==> config.mk <==
export PLATFORM = sky130hd
export DESIGN_NAME = eiep_ctrl
export DESIGN_NICKNAME = d
export VERILOG_FILES = /design/src/common/eiep_pkg.sv /design/src/rtl/eiep_ctrl.sv
export SDC_FILE = /design/constraint.sdc
export NUM_CORES = 1
export LEC_CHECK = 0
export ABC_AREA = 1
export BUFFER_PORTS_ARGS = -buffer_cell sky130_fd_sc_hd__buf_4
export CELL_PAD_IN_SITES_DETAIL_PLACEMENT = 1
export CELL_PAD_IN_SITES_GLOBAL_PLACEMENT = 1
export CORE_ASPECT_RATIO = 1.25
export CORE_MARGIN = 3
export CORE_UTILIZATION = 30
export DETAILED_ROUTE_END_ITERATION = 10
export GPL_TIMING_DRIVEN = 0
export PLACE_DENSITY = 0.71
export SYNTH_ARGS = -nofsm -noshare
export SYNTH_HDL_FRONTEND = slang
export SYNTH_SLANG_ARGS = --single-unit
==> constraint.sdc <==
create_clock -name clk -period 1.55 [get_ports clk]
set_clock_uncertainty 0.1 [all_clocks]
set_input_delay 0.155 -clock clk [delete_from_list [all_inputs] [get_ports clk]]
set_output_delay 0.155 -clock clk [all_outputs]
set_load 0.02 [all_outputs]
==> src/common/eiep_pkg.sv <==
// eiep_pkg: constants and carrier types of the extended interrupt enable/priority block
package eiep_pkg;

	// ****************************************************************
	// special-function addresses and pages
	// ****************************************************************
	localparam logic [7:0] EIEP_ADDR_MASK_TWO = 8'he7; // second extended enable
	localparam logic [7:0] EIEP_ADDR_PRIO_ONE = 8'hf6; // first extended priority
	localparam logic [7:0] EIEP_ADDR_PRIO_TWO = 8'hf7; // second extended priority
	localparam logic [7:0] EIEP_PAGE_BASE     = 8'h00;
	localparam logic [7:0] EIEP_PAGE_CONFIG   = 8'h0f;

	// ****************************************************************
	// field positions
	// ****************************************************************
	localparam int EIEP_BIT_LIN      = 7;
	localparam int EIEP_BIT_TIMER3   = 6;
	localparam int EIEP_BIT_CMP1     = 5;
	localparam int EIEP_BIT_CMP0     = 4;
	localparam int EIEP_BIT_COUNTER  = 3;
	localparam int EIEP_BIT_CONVDONE = 2;
	localparam int EIEP_BIT_WINDOW   = 1;
	localparam int EIEP_BIT_SMBUS    = 0;
	localparam int EIEP_BIT_MATCH    = 2; // in both second-group registers
	localparam int EIEP_BIT_DROPOUT  = 0; // in both second-group registers

	// source index on the request vector: group one by bit, then the two others
	localparam int EIEP_SRC_MATCH    = 8;
	localparam int EIEP_SRC_DROPOUT  = 9;
	localparam int EIEP_NUM_SRC      = 10;

	// ****************************************************************
	// reset values
	// ****************************************************************
	localparam logic [7:0] EIEP_RST_PRIO_ONE = 8'h00;
	localparam logic [1:0] EIEP_RST_GROUP2   = 2'h0;

	// ****************************************************************
	// carriers
	// ****************************************************************
	typedef struct packed {
		logic [7:0] addr;  // special-function address
		logic [7:0] page;  // selected register page
		logic       wr;    // write strobe, one cycle
		logic       rd;    // read strobe, one cycle
		logic [7:0] wdata; // write data
	} eiep_sfr_t;

	typedef struct packed {
		logic [7:0] groupOne; // lin..smbus, index equals priority bit
		logic       match;    // port match
		logic       dropout;  // regulator dropout
	} eiep_req_t;

endpackage : eiep_pkg

==> src/rtl/eiep_ctrl.sv <==
// eiep_ctrl: extended interrupt mask and priority registers with level resolution
`timescale 1ns/100ps

module eiep_ctrl
	import eiep_pkg::*;
(
	input  wire logic            clk,
	input  wire logic            rst_n,
	input  wire eiep_sfr_t       sfrBus,
	input  wire eiep_req_t       srcReq,
	input  wire logic [7:0]      groupOneEnable,
	input  wire logic            globalIrqEnable,
	output logic [7:0]           sfrRdata,
	output logic                 sfrAck,
	output logic                 irqHigh,
	output logic                 irqLow,
	output logic [3:0]           irqSource,
	output logic [1:0]           groupTwoEnable
);

	// ****************************************************************
	// address decode
	// ****************************************************************

	logic pageOk;
	logic selMaskTwo;
	logic selPrioOne;
	logic selPrioTwo;

	// paged registers only answer on the two listed pages
	assign pageOk     = (sfrBus.page == EIEP_PAGE_BASE) || (sfrBus.page == EIEP_PAGE_CONFIG);
	assign selMaskTwo = (sfrBus.addr == EIEP_ADDR_MASK_TWO);
	assign selPrioOne = (sfrBus.addr == EIEP_ADDR_PRIO_ONE) && pageOk;
	assign selPrioTwo = (sfrBus.addr == EIEP_ADDR_PRIO_TWO) && pageOk;

	// ****************************************************************
	// register file
	// ****************************************************************

	logic [7:0] prioOne;
	logic [1:0] maskTwo;  // {match, dropout}
	logic [1:0] prioTwo;  // {match, dropout}
	logic [7:0] next_prioOne;
	logic [1:0] next_maskTwo;
	logic [1:0] next_prioTwo;

	// writes store only implemented bits; the rest are dropped
	always_comb begin
		next_prioOne = prioOne;
		next_maskTwo = maskTwo;
		next_prioTwo = prioTwo;
		if (sfrBus.wr && selPrioOne) begin
			next_prioOne = sfrBus.wdata;
		end
		if (sfrBus.wr && selMaskTwo) begin
			next_maskTwo = {sfrBus.wdata[EIEP_BIT_MATCH], sfrBus.wdata[EIEP_BIT_DROPOUT]};
		end
		if (sfrBus.wr && selPrioTwo) begin
			next_prioTwo = {sfrBus.wdata[EIEP_BIT_MATCH], sfrBus.wdata[EIEP_BIT_DROPOUT]};
		end
	end

	// register storage, cleared at reset
	always_ff @(posedge clk or negedge rst_n) begin
		if (!rst_n) begin
			prioOne <= EIEP_RST_PRIO_ONE;
			maskTwo <= EIEP_RST_GROUP2;
			prioTwo <= EIEP_RST_GROUP2;
		end else begin
			prioOne <= next_prioOne;
			maskTwo <= next_maskTwo;
			prioTwo <= next_prioTwo;
		end
	end

	// ****************************************************************
	// read path
	// ****************************************************************

	logic [7:0] next_sfrRdata;
	logic       next_sfrAck;

	// read data is registered, one cycle after the strobe
	always_comb begin
		next_sfrRdata = 8'h00;
		next_sfrAck   = 1'b0;
		if (sfrBus.rd) begin
			if (selMaskTwo) begin
				next_sfrRdata = {5'h00, maskTwo[1], 1'b0, maskTwo[0]};
				next_sfrAck   = 1'b1;
			end else if (selPrioOne) begin
				next_sfrRdata = prioOne;
				next_sfrAck   = 1'b1;
			end else if (selPrioTwo) begin
				next_sfrRdata = {5'h00, prioTwo[1], 1'b0, prioTwo[0]};
				next_sfrAck   = 1'b1;
			end
		end
	end

	// read result holds until the next read strobe
	always_ff @(posedge clk or negedge rst_n) begin
		if (!rst_n) begin
			sfrRdata <= 8'h00;
			sfrAck   <= 1'b0;
		end else begin
			sfrAck <= next_sfrAck;
			if (sfrBus.rd) begin
				sfrRdata <= next_sfrRdata;
			end
		end
	end

	assign groupTwoEnable = maskTwo;

	// ****************************************************************
	// masking and level resolution
	// ****************************************************************

	logic [EIEP_NUM_SRC-1:0] reqVec;
	logic [EIEP_NUM_SRC-1:0] enVec;
	logic [EIEP_NUM_SRC-1:0] prioVec;
	logic [EIEP_NUM_SRC-1:0] effVec;
	logic [EIEP_NUM_SRC-1:0] highVec;
	logic [EIEP_NUM_SRC-1:0] lowVec;

	assign reqVec  = {srcReq.dropout, srcReq.match, srcReq.groupOne};
	assign enVec   = {maskTwo[0], maskTwo[1], groupOneEnable};
	assign prioVec = {prioTwo[0], prioTwo[1], prioOne};
	assign effVec  = reqVec & enVec & {EIEP_NUM_SRC{globalIrqEnable}};
	assign highVec = effVec & prioVec;
	assign lowVec  = effVec & ~prioVec;

	logic       next_irqHigh;
	logic       next_irqLow;
	logic [3:0] next_irqSource;

	// high level wins; within a level the lowest index is presented
	always_comb begin
		next_irqHigh   = |highVec;
		next_irqLow    = (|lowVec) && !(|highVec);
		next_irqSource = 4'h0;
		for (int i = EIEP_NUM_SRC - 1; i >= 0; i--) begin
			if ((|highVec) ? highVec[i] : lowVec[i]) begin
				next_irqSource = 4'(i);
			end
		end
	end

	// request outputs to the core sequencer
	always_ff @(posedge clk or negedge rst_n) begin
		if (!rst_n) begin
			irqHigh   <= 1'b0;
			irqLow    <= 1'b0;
			irqSource <= 4'h0;
		end else begin
			irqHigh   <= next_irqHigh;
			irqLow    <= next_irqLow;
			irqSource <= next_irqSource;
		end
	end

	// ****************************************************************
	// assertions
	// ****************************************************************

	property p_group_one_high;
		@(posedge clk) disable iff (!rst_n)
		(|(reqVec[7:0] & groupOneEnable & prioOne) && globalIrqEnable) |=> irqHigh;
	endproperty
	a_group_one_high: assert property (p_group_one_high)
		else $error("group one high request not presented high");

	property p_lin_counter_level;
		@(posedge clk) disable iff (!rst_n)
		(globalIrqEnable && srcReq.groupOne == 8'h88 && groupOneEnable == 8'h88
			&& prioOne[EIEP_BIT_LIN] && prioOne[EIEP_BIT_COUNTER])
		|=> irqHigh && !irqLow && irqSource == 4'h3;
	endproperty
	a_lin_counter_level: assert property (p_lin_counter_level)
		else $error("lin or counter array priority bit not high when set");

	property p_match_blocked;
		@(posedge clk) disable iff (!rst_n)
		(!maskTwo[1] && reqVec == 10'h100) |=> !irqHigh && !irqLow;
	endproperty
	a_match_blocked: assert property (p_match_blocked)
		else $error("masked port match request passed on");

	property p_dropout_blocked;
		@(posedge clk) disable iff (!rst_n)
		(!maskTwo[0] && reqVec == 10'h200) |=> !irqHigh && !irqLow;
	endproperty
	a_dropout_blocked: assert property (p_dropout_blocked)
		else $error("masked dropout request passed on");

	property p_match_level;
		@(posedge clk) disable iff (!rst_n)
		(globalIrqEnable && maskTwo[1] && reqVec == 10'h100)
		|=> irqSource == 4'h8 && (irqHigh == $past(prioTwo[1])) && (irqLow == !$past(prioTwo[1]));
	endproperty
	a_match_level: assert property (p_match_level)
		else $error("port match level does not follow its priority bit");

	property p_dropout_level;
		@(posedge clk) disable iff (!rst_n)
		(globalIrqEnable && maskTwo[0] && reqVec == 10'h200)
		|=> irqSource == 4'h9 && (irqHigh == $past(prioTwo[0])) && (irqLow == !$past(prioTwo[0]));
	endproperty
	a_dropout_level: assert property (p_dropout_level)
		else $error("dropout level does not follow its priority bit");

	property p_reserved_zero;
		@(posedge clk) disable iff (!rst_n)
		(sfrBus.rd && (selMaskTwo || selPrioTwo))
		|=> sfrAck && sfrRdata[7:3] == 5'h00 && !sfrRdata[1];
	endproperty
	a_reserved_zero: assert property (p_reserved_zero)
		else $error("unused second-group bits read nonzero");

	property p_page_gate;
		@(posedge clk) disable iff (!rst_n)
		(sfrBus.rd && sfrBus.addr[7:1] == 7'h7b && !pageOk) |=> !sfrAck;
	endproperty
	a_page_gate: assert property (p_page_gate)
		else $error("paged priority register answered on a wrong page");

	property p_mask_any_page;
		@(posedge clk) disable iff (!rst_n)
		(sfrBus.wr && sfrBus.addr == EIEP_ADDR_MASK_TWO)
		|=> maskTwo == {$past(sfrBus.wdata[EIEP_BIT_MATCH]), $past(sfrBus.wdata[EIEP_BIT_DROPOUT])};
	endproperty
	a_mask_any_page: assert property (p_mask_any_page)
		else $error("enable register write lost on some page");

	property p_global_off;
		@(posedge clk) disable iff (!rst_n)
		!globalIrqEnable |=> !irqHigh && !irqLow;
	endproperty
	a_global_off: assert property (p_global_off)
		else $error("interrupt presented with global enable cleared");

	property p_high_first;
		@(posedge clk) disable iff (!rst_n)
		irqLow |-> !irqHigh && $past(highVec) == '0;
	endproperty
	a_high_first: assert property (p_high_first)
		else $error("low request presented while high pending");

endmodule : eiep_ctrl

# Word-level counts from Yosys, hierarchy flattened

Index checks and enable logic that the tools add are counted.

Bits in registers: 27
Output and inout bits: 17

Equal/unequal tests: 4
Muxes and demuxes: 27
Bitwise gates (word level): 5
Reductions and logical operators: 11

Operators by type and width:

| kind                 | count |
|---|---|
| $and A10 B10 Y10     | 4 |
| $mux W4              | 10 |
| $eq A8 B8 Y1 const B | 3 |
| $reduce_or A10 Y1    | 2 |
| $mux W8              | 2 |
| $mux W1              | 14 |
| $not A10 Y10         | 1 |
| $eq A8 B4 Y1 const B | 1 |
| $logic_not A8 Y1     | 1 |
| $logic_and A1 B1 Y1  | 6 |
| $mux W3              | 1 |
| $logic_not A1 Y1     | 1 |
| $logic_or A1 B1 Y1   | 1 |

# Longest topological paths before layout

Gate-level depths: netlist of the first run.

Depth after elaboration: 15
Gate-level depth with buffers: 16

# Least setup slack after synthesis of the first run

No wires, ideal clock.

Path kind: flip-flop to flip-flop
From: reg maskTwo[0] (netlist: groupTwoEnable[0])
To: reg irqSource[0]
Library setup time: 0.117 ns
Arrival: 1.436 ns
Path slack: -0.103 ns
Cell stages (with the launch flop): 15
Period minus slack after synthesis: 1.653 ns
Cells stage by stage: dfrtp_1 nand4_1 nand2_1 nor2_2 nand3_4 nand2_1 nand2_1 nand2_1 nand2_1 nand2_1 nand2_1 nand2_1 nand2_1 nand2_1 a21oi_2

Longest elaborated chain between the ends: 15
Elaborated cells between the ends (all ways): 25
Those cells by class: 20 x mux; 4 x bitwise; 1 x reduce/logical

RTL lines:

| element                         | line             | source |
|---|---|---|
| from (decl)                     | eiep_ctrl.sv:41  | `logic [1:0] maskTwo;` |
| from (signal assigned)          | eiep_ctrl.sv:71  | `maskTwo <= next_maskTwo;` |
| $and A10 B10 Y10 * (2 in a row) | eiep_ctrl.sv:130 | `assign effVec = reqVec & enVec & {EIEP_NUM_SRC{globalIrqEnable}};` |
| $and A10 B10 Y10 *              | eiep_ctrl.sv:131 | `assign highVec = effVec & prioVec;` |
| $reduce_or A10 Y1 *             | n/a              |  |
| via next_irqHigh                | eiep_ctrl.sv:134 | `logic next_irqHigh;` |
| $mux W1                         | eiep_ctrl.sv:144 | `if ((\|highVec) ? highVec[i] : lowVec[i]) begin` |
| $mux W4 (9 in a row)            | eiep_ctrl.sv:144 |  |
| $mux W4 *                       | eiep_ctrl.sv:144 |  |
| via next_irqSource[0]           | eiep_ctrl.sv:136 | `logic [3:0] next_irqSource;` |
| to (signal assigned)            | eiep_ctrl.sv:159 | `irqSource <= next_irqSource;` |
| to (decl)                       | eiep_ctrl.sv:17  | `output logic [3:0] irqSource,` |

The timed path passes the listed nets; every way through them passes the cells marked *.
A chain may end at the register's enable or synchronous reset.

# Worst setup path in the final report of the first run

From: reg prioOne[2]
To: reg irqSource[3]

Longest elaborated chain between the ends: 13
Elaborated cells between the ends (all ways): 24
Those cells by class: 20 x mux; 3 x bitwise; 1 x reduce/logical

RTL lines:

| element                | line             | source |
|---|---|---|
| from (decl)            | eiep_ctrl.sv:40  | `logic [7:0] prioOne;` |
| from (signal assigned) | eiep_ctrl.sv:70  | `prioOne <= next_prioOne;` |
| $and A10 B10 Y10 *     | eiep_ctrl.sv:131 |  |
| $reduce_or A10 Y1 *    | n/a              |  |
| via next_irqHigh       | eiep_ctrl.sv:134 |  |
| $mux W1                | eiep_ctrl.sv:144 |  |
| $mux W4 (9 in a row)   | eiep_ctrl.sv:144 |  |
| $mux W4 *              | eiep_ctrl.sv:144 |  |
| via next_irqSource[3]  | eiep_ctrl.sv:136 |  |

Marked as above.

==> metrics.cfg, run 1 <==
[synth]
synth_seq_cells = 27
netlist_top_cells_area = dfrtp_1 (43%), nand2_1 (11%), inv_1 (4.8%)
syn_area_per_cell_sq_um = 8.29
syn_area_sq_um = 1560
syn_nets = 235
synth_top_area_share = 0.433
yosys.area.top_type = dfrtp_1
seq_area_frac_synth = 0.433
ys_warn_count = 0
syn_inst = 188
synth_cell_types = 34

[timing]
slew_headroom = 0.739
tightest_slew_ps = 391
timing.hold.ws_ps = 4.04
max_freq_mhz = 562
setup_ws_ps = -230
finalHoldViolations = 0
setup_violations = 4
grt_setup_unrepaired = yes
post-route-period-util = 1.15
final_max_slew_viol_count = 0
tns_ps = -891
fin_crit_ps = 1780

[finish]
regArea_sq_um = 681
areaGrowthSynthToFinish_pct = 51.4
fin_cells = 333
fillerInstances = 603
final_area_sq_um = 2360
antenna_cells = 0
multi_input_area_sq_um = 822
drive_gt1_frac = 0.447
final_util = 0.485
fin_nets = 321

[global_route]
grt.total_usage = 0.158
grt_start_max_net_pins = 28
grt_overflow = 0
grt_pass1_vias = 1707
grt_pass1_wl_um = 7780
antenna_found_initial = 0

[worst_setup_path]
r2r_slack_ps = -230
arrival_ps = 1840
critical_path_class = register to register
worstPathMaxFanout = 7
endpoint_kind = register
r2r_cells = 10
start_kind = register
critPathRequiredTime_ps = 1610

[min_path]
worstHoldPathType = primary input to register
hold_depth = 2

[floorplan]
die_area_sq_um = 6100
die_y_um = 86.6
pin_count = 64
fp-row-count = 28
core_area_sq_um = 4870
start_util = 0.320
die_w_um = 70.5

[clocking]
worstSkewPairLatency_ps = 270
ctsHtreeMaxLevel = 1
cts_max_path_buffers = 2
root_buffer = clkbuf_8
numCtsBuffers = 3
cts_tree = yes
clkTransAtPathRegs_ps = 90
clock_sinks = 27

[run_status]
violations = setup timing
status = finished with violations

[placed_design]
placed_cell_area_sq_um = 2100
placed_cells = 310
port_buffers = 62
dp_slack_ps = -274
hpwl_um = 3740
gp_congestion = 0.771

[power]
p_per_area_nw_per_um2 = 591
leakage_nw = 1.21
total_power_mw = 1.39
vdd_drop_max_mv = 0.274

[flow_run]
cap_violations = 0

[drt]
ant_nets = 0
vias = 1645
vias_per_cell = 4.94
detailedRoute.firstPassIterationCount = 4
drc = 0
wl_um = 4820
drt-initial-drc-count = 37
wl_per_cell_um = 14.5

[placed cells by master, fill, tap and decap left out, types with 2 or more instances in the layout]
master,Yosys,layout
buf_6,1,2
nor3_1,2,2
dfrtp_2,0,4
a21oi_2,2,3
mux2_2,4,4
nor2_4,0,2
nand2_2,2,8
buf_4,0,78
o22ai_1,2,2
clkbuf_8,0,3
dfrtp_1,27,23
nand3_2,3,3
dlygate4sd3_1,0,2
nor4_2,2,2
o31ai_1,3,3
nor2_2,3,3
mux2_1,2,2
inv_1,20,20
nand2_1,44,38
nand4_1,10,10
a31oi_1,2,2
nand3_1,12,12
o21ai_0,14,13
a21oi_1,6,4
nor2_1,12,10
[flip-flops by register name, summed over array words and instances (netlist names)]
register and flops:
groupTwoEnable 2, prioOne 8, sfrAck 1, irqHigh 1, irqSource 4, sfrRdata 8, irqLow 1, prioTwo 2
[path summary, 6_finish.rpt]
kind / from / endpoint
min: sfrBus[1] / prioOne[1]
max in group asynchronous: rst_n / prioOne[3]
min in group asynchronous: rst_n / sfrRdata[5]
max: prioOne[2] / irqSource[3]
min reg2reg: sfrRdata[7] / sfrRdata[7]
max reg2reg: prioOne[2] / irqSource[3]
[cells by family after synthesis]
family / share of synthesized area
buffers and inverters: 0.0754
AND/OR/NAND/NOR: 0.322
multiplexers: 0.0433
AO/OA/AOI/OAI: 0.126
flip-flops: 0.433
[worst max-delay path, stage by stage (launching register included)]
cell,delay [ps]
dfrtp_1,410
nand4_1,130
nand2_1,120
nor2_4,160
nand3_4,130
buf_4,170
buf_4,130
o21ai_4,130
nor2_2,70
nand2_2,80
nor4_2,40
[Yosys cell counts (all sizes together)]
cell type / n
nand2: 46
a21boi: 1
o31ai: 3
nand3: 16
nor3: 2
nand4: 12
o21bai: 1
o21ai: 15
buf: 4
dfrtp: 27
nor4b: 1
o22ai: 2
nor2: 15
nor4: 3
o21a: 1
a31oi: 2
and3: 1
mux2: 6
inv: 22
a21oi: 8
[routing by layer]
| layer | global-route usage | vias to the layer above | share of wire |
|---|---|---|---|
| li1 | - | 809 | - |
| met1 | 0.195 | 784 | 0.41 |
| met2 | 0.280 | 45 | 0.52 |
| met3 | 0.0232 | 7 | 0.047 |
| met4 | 0.0540 | 0 | 0.018 |
| met5 | 0 | - | 0 |
[report_power, final]
group          total (mW)  switching (mW)  internal, mW
clock               0.402           0.217         0.184
sequential          0.723         0.00484         0.718
combinational       0.270           0.134         0.136
[layout make-up]
type	count	share of cell area
Multi-Input combinational cell	135	0.348
Timing Repair Buffer	81	0.261
Clock buffer	4	0.0191
Buffer	4	0.0148
Inverter	22	0.0361
Sequential cell	27	0.288
Tap cell	60	0.0318
[timing repair]
action	4_1_cts	5_1_grt
endpoints found under the setup margin	4	4
gates cloned	0	0
resized for setup	6	13
pin swaps	2	11
setup buffers	10	7
hold endpoints to repair	28	0
hold buffers	2	0
(Power assumes the default switching activity.)
==> inputs of run 2 (changes only) <==
Settings changed: GPL_ROUTABILITY_DRIVEN set to 0, HOLD_SLACK_MARGIN set to 0.06, RECOVER_POWER set to 50.
==> metrics.cfg, run 2 (synthesis results as in run 1) <==
[run_status]
status = finished with violations
violations = setup timing

[timing]
tightest_slew_ps = 690
tns_ps = -916
grt_setup_unrepaired = yes
timing.hold.ws_ps = 71.2
post-route-period-util = 1.14
slew_headroom = 0.540
setup_violations = 5
finalHoldViolations = 0
max_freq_mhz = 565
final_max_slew_viol_count = 0
setup_ws_ps = -219
fin_crit_ps = 1770

[floorplan]
fp-row-count = 28
core_area_sq_um = 4870
pin_count = 64
die_area_sq_um = 6100
die_y_um = 86.6
die_w_um = 70.5
start_util = 0.320

[power]
switching_share = 0.260
leakage_nw = 1.20
power_frac_seq = 0.515
internal_power_mw = 1.04
vdd_drop_max_mv = 0.276
p_per_area_nw_per_um2 = 589
pwr-share-comb = 0.196
clkPwrFrac = 0.289
netSwitchingPower_uw = 365

[clocking]
clock_sinks = 27
cts_max_path_buffers = 2
worstSkewPairLatency_ps = 270
ctsHtreeMaxLevel = 1
clkTransAtPathRegs_ps = 90
numCtsBuffers = 3
root_buffer = clkbuf_8
cts_tree = yes

[worst_setup_path]
path_depth = 14
path_cells = nand4_1 > nand2_1 > nor2_4 > nand3_4 > nand2_2 > nand2_2 > nand2_2 > nand2_1 > nand2_1 > nand2_1 > nand2_1 > nand2_1 > nand2_1 > a21oi_2
cp.buffers_inverters = 0
worstPathMaxFanout = 7
r2r-end = irqSource[0]
path_delay_family = simple AND/OR/NAND/NOR gates
crit_path_frequent_cell = nand2_1
critical_path_class = register to register
endpoint_kind = register
start_kind = register
cp_slowest_cell = dfrtp_1
r2r_start = prioOne[2]
arrival_ps = 1840
critPathRequiredTime_ps = 1620
r2r_cells = 14
slowest_delay_ps = 400
r2r_slack_ps = -220

[finish]
fin_nets = 326
areaGrowthSynthToFinish_pct = 53.0
top_regs = prioOne x8, sfrRdata x8, irqSource x4
drive_gt1_frac = 0.417
layout_commonest_cell = buf_4
mostFrequentLayoutCells = buf_4 (71), nand2_1 (38), dfrtp_1 (23), inv_1 (20), o21ai_0 (13)
antenna_cells = 0

[drt]
wl_um = 5100
vias = 1667
detailedRoute.firstPassIterationCount = 4
ant_nets = 0
vias_per_cell = 4.93
drc = 0
drt-initial-drc-count = 55
wl_per_cell_um = 15.1

[min_path]
min_from = sfrBus[8]
hold_depth = 3
worstHoldPathType = primary input to register
hold_end = sfrRdata[6]

[global_route]
grt_pass1_vias = 1739
antenna_found_initial = 0
grt_start_max_net_pins = 28
grt_overflow = 0
grt_pass1_wl_um = 7910
grt.total_usage = 0.161

[placed_design]
hpwl_um = 3740
dp_slack_ps = -274
port_buffers = 62

[flow_run]
cap_violations = 0

## run 2: final cells by class
type	instances	area [sq um]
Sequential cell	27	681
Inverter	22	85.1
Timing Repair Buffer	86	642
Tap cell	60	75.1
Multi-Input combinational cell	135	822
Clock buffer	4	45.0
Fill cell	594	2480
Buffer	4	35.0
## run 2: layer usage
| layer | global-route usage | vias up | share of wire |
|---|---|---|---|
| met5 | 0 | - | 0 |
| met4 | 0.0540 | 0 | 0.018 |
| met3 | 0.0220 | 9 | 0.052 |
| met2 | 0.294 | 50 | 0.54 |
| met1 | 0.192 | 790 | 0.39 |
| li1 | - | 818 | - |
## run 2: how the worst max path moves through the flow
stage | start | end | slack (ps)
2_1_floorplan | groupTwoEnable[0] | irqSource[0] | -40
5_1_grt | prioOne[2] | irqSource[0] | -390
6_report | prioOne[2] | irqSource[0] | -220
4_1_cts | prioOne[3] | irqSource[0] | -150
3_5_place_dp | prioOne[5] | irqSource[3] | -270
3_3_place_gp | prioOne[5] | irqSource[0] | -220
## run 2: metrics by stage
stage           util  std cells  cell area [sq um]  total power [mW]
2_1_floorplan      -        188               1560             0.836
3_3_place_gp   0.432        310               2100             0.989
3_5_place_dp   0.432        310               2100             0.994
4_1_cts        0.475        331               2310              1.42
5_1_grt        0.490        338               2380              1.48
6_report       0.490        338               2380              1.40
## run 2: worst reg2reg max path: cells and delay by family, from the launching register on
kind	cells	cell delay, ps
flip-flops	1	400
AO/OA/AOI/OAI	1	50
AND/OR/NAND/NOR	13	1120
## run 2: power by group through the flow
stage	clock network (mW)	logic (mW)	registers, mW
2_1_floorplan	0	0.0782	0.758
6_report	0.406	0.275	0.723
3_5_place_dp	0	0.254	0.740
3_3_place_gp	0	0.250	0.739
4_1_cts	0.418	0.277	0.723
5_1_grt	0.457	0.304	0.724
## run 2: timing repair
item                       CTS  global route
hold endpoints to repair    33             0
pin swaps                    2            11
setup buffers               10             7
hold buffers                 7             0
gates resized for setup      6            13
setup endpoints to repair    4             4
